$ cat src/flash_iap_consts.svh
`ifndef FLASH_IAP_CONSTS_SVH
`define FLASH_IAP_CONSTS_SVH
// register byte offsets on the apb bus
`define OFS_CONTROL      12'h000
`define OFS_BUF_CLEAR    12'h004
`define OFS_TARGET_LOW   12'h008
`define OFS_TARGET_HIGH  12'h00c
`define OFS_DATA0_LOW    12'h010
`define OFS_DATA0_HIGH   12'h014
`define OFS_KEY1_LOW     12'h018
`define OFS_KEY1_HIGH    12'h01c
`define OFS_KEY2_LOW     12'h020
`define OFS_KEY2_HIGH    12'h024
`define OFS_KEY3_LOW     12'h028
`define OFS_KEY3_HIGH    12'h02c
// control register field positions
`define BIT_UNLOCKED     7
`define BIT_OPSEL_HI     6
`define BIT_OPSEL_LO     4
`define BIT_TRIGGER      3
`define BIT_PROGRAM_GO   2
`define BIT_READ_PERMIT  1
`define BIT_READ_GO      0
// operation select codes
`define OP_WRITE         3'b000
`define OP_ERASE         3'b001
`define OP_READ          3'b011
`define OP_UNLOCK        3'b110
// unlock key bytes
`define KEY1_LOW         8'h00
`define KEY2_LOW         8'h0d
`define KEY3_LOW         8'hc3
`define KEY1_HIGH        8'h04
`define KEY2_HIGH        8'h09
`define KEY3_HIGH        8'h40
// timing
`define CLK_PERIOD_NS    10
`define PROGRAM_TIME_NS  2200000
`define PROGRAM_CYCLES   (`PROGRAM_TIME_NS / `CLK_PERIOD_NS)
`define READ_CYCLES      3
`define UNLOCK_CYCLES    64
`endif

$ cat src/flash_iap_pkg.sv
package flash_iap_pkg;
	typedef enum logic [1:0] {OP_IDLE, OP_PROGRAM, OP_READING, OP_CLEARING} op_state_e;
	typedef struct packed {
		logic       unlocked;
		logic [2:0] opsel;
		logic       trigger;
		logic       program_go;
		logic       read_permit;
		logic       read_go;
	} control_s;
	typedef struct packed {
		logic        we;
		logic [12:0] addr;
		logic [15:0] wdata;
	} flash_req_s;
endpackage

$ cat src/flash_iap_erase_write_read.sv
// The APB register port and the address map were chosen for this implementation.
`timescale 1ns/100ps
`include "flash_iap_consts.svh"

// Summary of operation
// - correct key during window sets unlocked flag; erase and write need it
// - setting trigger starts the key acceptance window timer
// - key bytes 00 0d c3 low and 04 09 40 high are compared
// - trigger bit clears by hardware at timer expiry regardless of key
// - wrong key leaves flash locked; firmware repeats procedure
// - firmware clearing unlocked flag relocks at once
// - 32 word buffer maps to page chosen by address bits 12 to 5
// - each high byte write stores the word and advances pointer
// - pointer holds at last word of the page
// - opsel 001 with program go erases the whole page, then clears go
// - opsel 000 with program go writes buffer to page, then clears go
// - erase or write lasts 2.2 ms from go set to go clear
// - cpu stalls while an erase or write runs
// - erase always acts on a whole page
// - buffer clear allows rewriting an unerased page
// - read with opsel 011 and permit returns word in data pair zero
// - read needs no unlock
// - read stalls cpu three cycles then clears read go
// - software writes of one to unlocked flag are ignored
// - buffer clear go self clears when buffer is cleared
module flash_iap_erase_write_read #(
	parameter int PROGRAM_CYCLES = `PROGRAM_CYCLES,
	parameter int UNLOCK_CYCLES  = `UNLOCK_CYCLES
) (
	input  wire logic                       clk,
	input  wire logic                       rstn,
	input  wire logic                       ce,
	input  wire logic                       psel,
	input  wire logic                       penable,
	input  wire logic                       pwrite,
	input  wire logic [11:0]                paddr,
	input  wire logic [31:0]                pwdata,
	output logic      [31:0]                prdata,
	output logic                            pready,
	output logic                            pslverr,
	output logic                            cpu_stall,
	output flash_iap_pkg::flash_req_s       flash_req,
	output logic                            flash_req_valid,
	output logic                            flash_page_erase,
	output logic      [7:0]                 flash_page,
	input  wire logic [15:0]                flash_rdata
);
	import flash_iap_pkg::*;

	// refuse counts that the timer or window widths cannot hold
	if (PROGRAM_CYCLES < 32 || PROGRAM_CYCLES > 4194303
		|| UNLOCK_CYCLES < 2 || UNLOCK_CYCLES > 127)
	begin
		$error("cycle counts out of range");
	end

	// ****************************************
	// state
	// ****************************************
	control_s    ctl, next_ctl;
	logic        clr_go, next_clr_go;
	logic [7:0]  tlow, next_tlow, thigh, next_thigh;
	logic [7:0]  d0l, next_d0l, d0h, next_d0h;
	logic [7:0]  key [0:5];
	logic [7:0]  next_key [0:5];
	logic [15:0] buffer [0:31];
	logic [15:0] next_buffer [0:31];
	logic [4:0]  word_ptr, next_word_ptr;
	op_state_e   state, next_state;
	logic [21:0] timer, next_timer;
	logic [6:0]  win, next_win;
	logic [5:0]  sub, next_sub;
	logic [31:0] next_prdata;
	logic        next_pready, next_pslverr, next_stall;
	flash_req_s  next_req;
	logic        next_req_valid, next_erase;
	logic [7:0]  next_page;

	function automatic logic key_ok(input logic [7:0] k [0:5]);
		key_ok = k[0] == `KEY1_LOW && k[1] == `KEY1_HIGH && k[2] == `KEY2_LOW
			&& k[3] == `KEY2_HIGH && k[4] == `KEY3_LOW && k[5] == `KEY3_HIGH;
	endfunction

	function automatic logic hit(input logic [11:0] a, input logic [11:0] o);
		hit = a == o;
	endfunction

	wire logic       wr_acc = psel && penable && pwrite && !pready;
	wire logic       rd_acc = psel && penable && !pwrite && !pready;
	wire logic [7:0] wb     = pwdata[7:0];
	wire logic [12:0] taddr = {thigh[4:0], tlow};

	// ****************************************
	// next values
	// ****************************************
	always_comb
	begin
		next_ctl = ctl;
		next_clr_go = clr_go;
		next_tlow = tlow;
		next_thigh = thigh;
		next_d0l = d0l;
		next_d0h = d0h;
		next_key = key;
		next_buffer = buffer;
		next_word_ptr = word_ptr;
		next_state = state;
		next_timer = timer;
		next_win = win;
		next_sub = sub;
		next_prdata = 32'h0;
		next_pready = 1'b0;
		next_pslverr = 1'b0;
		next_req = flash_req;
		next_req_valid = 1'b0;
		next_erase = 1'b0;
		next_page = taddr[12:5];
		if (wr_acc)
		begin
			next_pready = 1'b1;
			case (paddr)
				`OFS_CONTROL:
				begin
					next_ctl.unlocked = ctl.unlocked & pwdata[`BIT_UNLOCKED];
					next_ctl.opsel = pwdata[`BIT_OPSEL_HI:`BIT_OPSEL_LO];
					next_ctl.read_permit = pwdata[`BIT_READ_PERMIT];
					if (pwdata[`BIT_TRIGGER] && !ctl.trigger
						&& pwdata[`BIT_OPSEL_HI:`BIT_OPSEL_LO] == `OP_UNLOCK)
					begin
						next_ctl.trigger = 1'b1;
						next_win = 7'(UNLOCK_CYCLES);
						for (int i = 0; i < 6; i++)
							next_key[i] = 8'h00;
					end
					if (state == OP_IDLE && pwdata[`BIT_PROGRAM_GO])
					begin
						if (ctl.unlocked && (pwdata[6:4] == `OP_WRITE || pwdata[6:4] == `OP_ERASE))
						begin
							next_ctl.program_go = 1'b1;
							next_state = OP_PROGRAM;
							next_timer = 22'(PROGRAM_CYCLES);
						end
					end
					else if (state == OP_IDLE && pwdata[`BIT_READ_GO])
					begin
						if (pwdata[`BIT_READ_PERMIT] && pwdata[6:4] == `OP_READ)
						begin
							next_ctl.read_go = 1'b1;
							next_state = OP_READING;
							next_timer = 22'(`READ_CYCLES);
						end
					end
				end
				`OFS_BUF_CLEAR:
					if (wb[0] && state == OP_IDLE)
					begin
						next_clr_go = 1'b1;
						next_state = OP_CLEARING;
						next_sub = 6'h00;
					end
				`OFS_TARGET_LOW:
				begin
					next_tlow = wb;
					next_word_ptr = wb[4:0];
				end
				`OFS_TARGET_HIGH: next_thigh = wb;
				`OFS_DATA0_LOW: next_d0l = wb;
				`OFS_DATA0_HIGH:
				begin
					next_d0h = wb;
					next_buffer[word_ptr] = {wb, d0l};
					if (word_ptr != 5'h1f)
						next_word_ptr = 5'(word_ptr + 5'h01);
				end
				`OFS_KEY1_LOW: next_key[0] = wb;
				`OFS_KEY1_HIGH: next_key[1] = wb;
				`OFS_KEY2_LOW: next_key[2] = wb;
				`OFS_KEY2_HIGH: next_key[3] = wb;
				`OFS_KEY3_LOW: next_key[4] = wb;
				`OFS_KEY3_HIGH: next_key[5] = wb;
				default: next_pslverr = 1'b1;
			endcase
		end
		else if (rd_acc)
		begin
			next_pready = 1'b1;
			case (paddr)
				`OFS_CONTROL: next_prdata = {24'h0, ctl};
				`OFS_BUF_CLEAR: next_prdata = {31'h0, clr_go};
				`OFS_TARGET_LOW: next_prdata = {24'h0, tlow};
				`OFS_TARGET_HIGH: next_prdata = {24'h0, thigh};
				`OFS_DATA0_LOW: next_prdata = {24'h0, d0l};
				`OFS_DATA0_HIGH: next_prdata = {24'h0, d0h};
				`OFS_KEY1_LOW: next_prdata = {24'h0, key[0]};
				`OFS_KEY1_HIGH: next_prdata = {24'h0, key[1]};
				`OFS_KEY2_LOW: next_prdata = {24'h0, key[2]};
				`OFS_KEY2_HIGH: next_prdata = {24'h0, key[3]};
				`OFS_KEY3_LOW: next_prdata = {24'h0, key[4]};
				`OFS_KEY3_HIGH: next_prdata = {24'h0, key[5]};
				default: next_pslverr = 1'b1;
			endcase
		end
		if (ctl.trigger)
		begin
			if (win == 7'h01)
			begin
				next_ctl.trigger = 1'b0;
				if (key_ok(next_key) && ctl.opsel == `OP_UNLOCK)
					next_ctl.unlocked = 1'b1;
			end
			else
				next_win = 7'(win - 7'h01);
		end
		case (state)
			OP_IDLE: ;
			OP_PROGRAM:
			begin
				if (timer == 22'h1)
				begin
					next_ctl.program_go = 1'b0;
					next_state = OP_IDLE;
					next_erase = ctl.opsel == `OP_ERASE;
				end
				else
					next_timer = 22'(timer - 22'h1);
				if (ctl.opsel == `OP_WRITE && timer <= 22'd32)
				begin
					next_req.we = 1'b1;
					next_req.addr = {taddr[12:5], 5'(22'd32 - timer)};
					next_req.wdata = buffer[5'(22'd32 - timer)];
					next_req_valid = 1'b1;
				end
			end
			OP_READING:
			begin
				next_req.we = 1'b0;
				next_req.addr = taddr;
				next_req.wdata = 16'h0;
				next_req_valid = timer == 22'(`READ_CYCLES);
				if (timer == 22'h1)
				begin
					next_d0l = flash_rdata[7:0];
					next_d0h = flash_rdata[15:8];
					next_ctl.read_go = 1'b0;
					next_state = OP_IDLE;
				end
				else
					next_timer = 22'(timer - 22'h1);
			end
			OP_CLEARING:
			begin
				next_buffer[sub[4:0]] = 16'h0000;
				if (sub == 6'h1f)
				begin
					next_clr_go = 1'b0;
					next_state = OP_IDLE;
				end
				else
					next_sub = 6'(sub + 6'h01);
			end
			default: next_state = OP_IDLE;
		endcase
		next_stall = next_state == OP_PROGRAM || next_state == OP_READING;
	end

	// ****************************************
	// registers
	// ****************************************
	always_ff @(posedge clk or negedge rstn)
	begin
		if (!rstn)
		begin
			ctl <= '0;
			clr_go <= 1'b0;
			tlow <= 8'h00;
			thigh <= 8'h00;
			d0l <= 8'h00;
			d0h <= 8'h00;
			for (int i = 0; i < 6; i++)
				key[i] <= 8'h00;
			for (int i = 0; i < 32; i++)
				buffer[i] <= 16'h0000;
			word_ptr <= 5'h00;
			state <= OP_IDLE;
			timer <= 22'h0;
			win <= 7'h0;
			sub <= 6'h0;
			prdata <= 32'h0;
			pready <= 1'b0;
			pslverr <= 1'b0;
			cpu_stall <= 1'b0;
			flash_req <= '0;
			flash_req_valid <= 1'b0;
			flash_page_erase <= 1'b0;
			flash_page <= 8'h00;
		end
		else if (ce)
		begin
			ctl <= next_ctl;
			clr_go <= next_clr_go;
			tlow <= next_tlow;
			thigh <= next_thigh;
			d0l <= next_d0l;
			d0h <= next_d0h;
			key <= next_key;
			buffer <= next_buffer;
			word_ptr <= next_word_ptr;
			state <= next_state;
			timer <= next_timer;
			win <= next_win;
			sub <= next_sub;
			prdata <= next_prdata;
			pready <= next_pready;
			pslverr <= next_pslverr;
			cpu_stall <= next_stall;
			flash_req <= next_req;
			flash_req_valid <= next_req_valid;
			flash_page_erase <= next_erase;
			flash_page <= next_page;
		end
	end
endmodule

$ cat config.mk
export PLATFORM = sky130hd
export DESIGN_NAME = flash_iap_erase_write_read
export DESIGN_NICKNAME = d
export VERILOG_FILES = /design/src/flash_iap_pkg.sv /design/src/flash_iap_erase_write_read.sv
export VERILOG_INCLUDE_DIRS = /design/src
export SDC_FILE = /design/constraint.sdc
export NUM_CORES = 2
export LEC_CHECK = 0
export BUFFER_PORTS_ARGS = -buffer_cell sky130_fd_sc_hd__buf_2
export CAP_MARGIN = 5
export CORE_MARGIN = 4
export CORE_UTILIZATION = 40
export DETAILED_ROUTE_END_ITERATION = 10
export GPL_TIMING_DRIVEN = 1
export PLACE_DENSITY = 0.66
export SYNTH_ARGS = -nofsm -noshare
export SYNTH_HDL_FRONTEND = slang
export SYNTH_SLANG_ARGS = --single-unit
$ cat constraint.sdc
create_clock -name clk -period 5.84 [get_ports clk]
set_input_delay 0 -clock clk [delete_from_list [all_inputs] [get_ports clk]]
set_output_delay 0 -clock clk [all_outputs]
set_load 0.03 [all_outputs]
==> impl_results.md <==
- Run status: finished clean
- Type of destination of the critical path: flop
- Final net count: about 2800
- Power per standard cell area: between 300 and 400 mW/mm^2
- Cell internal power dissipation: 8900 uW
- Die ar.: around 0.085 mm^2
- Number of synthesized flops with an enable pin: 0
- Clk_lat worst skew: approximately 0.62 ns
- Worst hold-check path type: primary input to async pin
- Root buffer selected by CTS: sky130_fd_sc_hd__clkbuf_16
- Switching Fraction: 33.8%
- Count of boundary I/O pins: 141
- Number of DRC markers after the initial detailed-route iteration: ~3100
- Antenna Cells: 0
- Final worst-path cycle share: 69.5%
- Row count: roughly 100
- Library cell appearing most often on the critical path: sky130_fd_sc_hd__a211oi_1
- CP Cell Sequence: inv_1 -> ha_4 -> buf_12 -> mux4_2 -> nor2b_1 -> a211oi_1 -> a211oi_1 -> a21oi_1 -> o21ai_0
- Buffers inserted by post-CTS timing repair: 0
- Slew at the pin closest to its max-slew limit: approximately 1.4 ns
- Total number of yosys warnings: 0
- Final count of hold timing violations: 0
- Dpl hpwl: between 60000 and 70000 um
- Number of cells traversed by the worst register-to-register path: 9
- Max-cap violations: 0
- Routed WL per cell: 27.1 um
- Growth of design area from synthesis to finish: 13.7%
- Vias in the first global route: 25137
- Via count of the routed design: roughly 25000
- # port buffers: 92
- Global placement routability congestion: 0.946
- Part of the power in registers: about two fifths
- Area after detailed placement: ~0.034 mm^2
- Critical Path Start Type: flop
- Global-route wire length before repair: ~160000 um
- First-pass iteration count of the detailed router: 8
- Relative slew margins: under 10%
- Unrepaired setup endpoints after global routing: false
- Power after layout: between 10000 and 15000 uW
- Sum of routed wire length over all layers: slightly above 100000 um
- Reg-to-reg slack, setup: about 1.8 ns
- Worst-case hold slack: approximately 0.0022 ns
- Family of cells with the greatest summed delay on the critical path: compound AO/OA/AOI/OAI gates
- Via count normalized by instance count: 6.55
- Post-route antenna net violation count: 0
- Reg2Reg Capture Point: flash_req[0]
- Number of flip-flops and latches in the synthesized netlist: 694
- Cells resized by post-CTS repair: 0
- Post-Route Skew: 0.0258 ns
- Max-slew violations: 0
- Net switching power: about 4500 uW
- Clk pwr share: 36.3%
- Per-instance average area after synthesis: between 10 and 15 um^2
- GRT Overall Usage: a little under a quarter
- TritonCTS clock tree: done
- Die width: 292 um
- Final design utilization: a little under half
- Sequential fraction of the synthesis area: 53.8%
- CTS clk-pin slew, worst paths: 0.06 ns
- Portion of total power attributed to combinational logic: between 20 and 30%
- Max IR drop VDD: ~430 uV
- Layout cell share with drive strength beyond 1: 19.5%
- Post-Syn Instances: about 2600
- Sinks on Clock Net: roughly 690
- Clock buffers created by TritonCTS: 73
- Drc violations: 0
- Distinct cells, synth: between 70 and 80
- Initial antenna violation count: 2
- Peak per-stage delay on the critical path: slightly below 0.9 ns
- Setup violators final: 0
- Starting density of the core: between 40% and 50%
- Number of levels in the clock H-tree: 3
- Required time reported for the critical path endpoint: around 6.3 ns
- Final critical-path required period: between 4 and 5 ns
- Crit Path Class: flop to flop
- Vertical extent of the die: 292 um
- Async S/R FF share, synth: 100%
- Critical path peak fanout: 45
- Final standard cell area without fillers: 0.0367 mm^2
- Leakage power figure: 0.0164 uW
- Primary FF master, synth: sky130_fd_sc_hd__dfrtp_1
- Arrival time worst endpoint: ~4.6 ns
- Largest net degree at the start of global routing: 200
- Clock tree buffer depth: 3
- Core Area: ~0.08 mm^2
- WP buf/inv: 2
- Cell type of the slowest stage on the worst timing path: sky130_fd_sc_hd__dfrtp_4
- Final global-route overflow total: 0
- Setup TNS: 0 ns
- Cell area after synthesis: between 0.03 and 0.04 mm^2
- Critical register-to-register path startpoint: timer[0]
- Highest achievable clock rate: ~250 MHz
registers in the layout, summed over array words and instances (netlist names), 6 cells and up:
name        cells
buffer        512
win             7
d0h             8
prdata          8
key            48
flash_page      8
ctl             8
tlow            8
d0l             8
timer          22
flash_req      30
thigh           8
sub             6
power by group through the flow:
stage,registers (uW),clock network [uW],logic (uW)
finish,5180,4880,3390
global route,5210,5150,3590
CTS,5180,4940,3370
detailed placement,5260,0,3340
global placement,5250,0,3320
floorplan,5300,0,2050
cells in the final DEF, fill, tap and decap left out, types with 9 or more instances in the layout:
| master | n |
|---|---|
| sky130_fd_sc_hd__mux2_2 | 34 |
| sky130_fd_sc_hd__a211oi_1 | 48 |
| sky130_fd_sc_hd__o22ai_1 | 22 |
| sky130_fd_sc_hd__o21ai_1 | 28 |
| sky130_fd_sc_hd__a21oi_1 | 77 |
| sky130_fd_sc_hd__nor3_1 | 23 |
| sky130_fd_sc_hd__nand2_1 | 116 |
| sky130_fd_sc_hd__dlygate4sd3_1 | 33 |
| sky130_fd_sc_hd__o21ai_0 | 81 |
| sky130_fd_sc_hd__a41oi_1 | 9 |
| sky130_fd_sc_hd__buf_4 | 82 |
| sky130_fd_sc_hd__inv_1 | 22 |
| sky130_fd_sc_hd__buf_2 | 90 |
| sky130_fd_sc_hd__and3_1 | 9 |
| sky130_fd_sc_hd__nor2_1 | 147 |
| sky130_fd_sc_hd__clkbuf_1 | 9 |
| sky130_fd_sc_hd__a222oi_1 | 23 |
| sky130_fd_sc_hd__ha_1 | 18 |
| sky130_fd_sc_hd__clkbuf_8 | 16 |
| sky130_fd_sc_hd__nor3_2 | 29 |
| sky130_fd_sc_hd__nand4_1 | 12 |
| sky130_fd_sc_hd__conb_1 | 24 |
| sky130_fd_sc_hd__a31oi_1 | 17 |
| sky130_fd_sc_hd__nand3_1 | 30 |
| sky130_fd_sc_hd__nor2b_1 | 35 |
| sky130_fd_sc_hd__clkbuf_16 | 75 |
| sky130_fd_sc_hd__mux4_2 | 128 |
| sky130_fd_sc_hd__dfrtp_1 | 693 |
| sky130_fd_sc_hd__nor4_1 | 10 |
| sky130_fd_sc_hd__clkinv_2 | 16 |
| sky130_fd_sc_hd__a22oi_1 | 11 |
| sky130_fd_sc_hd__a22o_1 | 555 |
| sky130_fd_sc_hd__mux2i_1 | 39 |
| sky130_fd_sc_hd__or3_1 | 12 |
synth_stat cells, types with 11 or more instances:
cell | number | area [um^2]
sky130_fd_sc_hd__inv_1 | 22 | 82.6
sky130_fd_sc_hd__nand3_1 | 30 | 150
sky130_fd_sc_hd__a21oi_1 | 78 | 390
sky130_fd_sc_hd__or3_1 | 12 | 75.1
sky130_fd_sc_hd__mux2_2 | 34 | 383
sky130_fd_sc_hd__o21ai_1 | 35 | 175
sky130_fd_sc_hd__buf_1 | 20 | 75.1
sky130_fd_sc_hd__nor3_2 | 21 | 210
sky130_fd_sc_hd__a211oi_1 | 48 | 360
sky130_fd_sc_hd__a22oi_1 | 11 | 82.6
sky130_fd_sc_hd__nor2b_1 | 35 | 219
sky130_fd_sc_hd__a22o_1 | 555 | 4860
sky130_fd_sc_hd__o21ai_0 | 81 | 405
sky130_fd_sc_hd__nand4_1 | 12 | 75.1
sky130_fd_sc_hd__buf_2 | 20 | 100
sky130_fd_sc_hd__dfrtp_1 | 694 | 17400
sky130_fd_sc_hd__nand2_1 | 116 | 435
sky130_fd_sc_hd__buf_4 | 31 | 233
sky130_fd_sc_hd__o22ai_1 | 22 | 138
sky130_fd_sc_hd__nor2_1 | 147 | 552
sky130_fd_sc_hd__a31oi_1 | 17 | 106
sky130_fd_sc_hd__clkbuf_1 | 187 | 702
sky130_fd_sc_hd__ha_1 | 19 | 238
sky130_fd_sc_hd__a222oi_1 | 23 | 230
sky130_fd_sc_hd__mux2i_1 | 39 | 390
sky130_fd_sc_hd__mux4_2 | 128 | 2880
sky130_fd_sc_hd__nor3_1 | 31 | 155
per-layer routing:
layer  track usage [%]  wire length [um]
met5                 0                32
met4              8.34              3510
met3              6.31             10300
met2              34.2             44900
met1              34.1             43500
repair_timing:
item | 4_1_cts | 5_1_grt
setup endpoints to repair | 0 | 0
hold buffers | 33 | 0
hold endpoints to repair | 132 | 0
cell type report:
class / count / area [um^2]
Fill cell: 7042 / 42800
Inverter: 22 / 82.6
Clock buffer: 100 / 2130
Timing Repair Buffer: 211 / 1510
Tap cell: 1050 / 1310
Clock inverter: 32 / 367
Multi-Input combinational cell: 1665 / 14000
Sequential cell: 694 / 17400
worst max-delay path by stage:
stage | endpoint | slack [ns] | from | cells after the start
global route | flash_req[0] | 1.44 | timer[0] | 9
detailed placement | flash_req[0] | 1.78 | timer[0] | 9
finish | flash_req[0] | 1.78 | timer[0] | 9
floorplan | flash_req[10] | 2.08 | timer[0] | 14
global placement | flash_req[0] | 1.80 | timer[0] | 9
CTS | flash_req[0] | 1.77 | timer[0] | 9
metrics by stage:
| stage | instances | setup slack, ns |
|---|---|---|
| 5_1_grt | 3774 | 1.44 |
| 6_report | 3774 | 1.78 |
| 2_1_floorplan | 2639 | 2.08 |
| 3_5_place_dp | 3609 | 1.78 |
| 3_3_place_gp | 3609 | 1.80 |
| 4_1_cts | 3774 | 1.77 |
cells by family (layout without fill, tap and decap cells):
kind of cell,after synthesis,in the layout,share of synthesized area (%)
AOI/OAI and AO/OA,941,941,22.8
xor gates and xnor gates,3,3,0.0814
adders and majority gates,19,19,0.736
buffers and inverters,280,365,3.69
DFF,694,694,53.8
muxes,201,201,11.3
other,1,24,0.0116
and+or+nand+nor,477,477,7.63
Note: power is estimated with default switching activity, not from simulation.
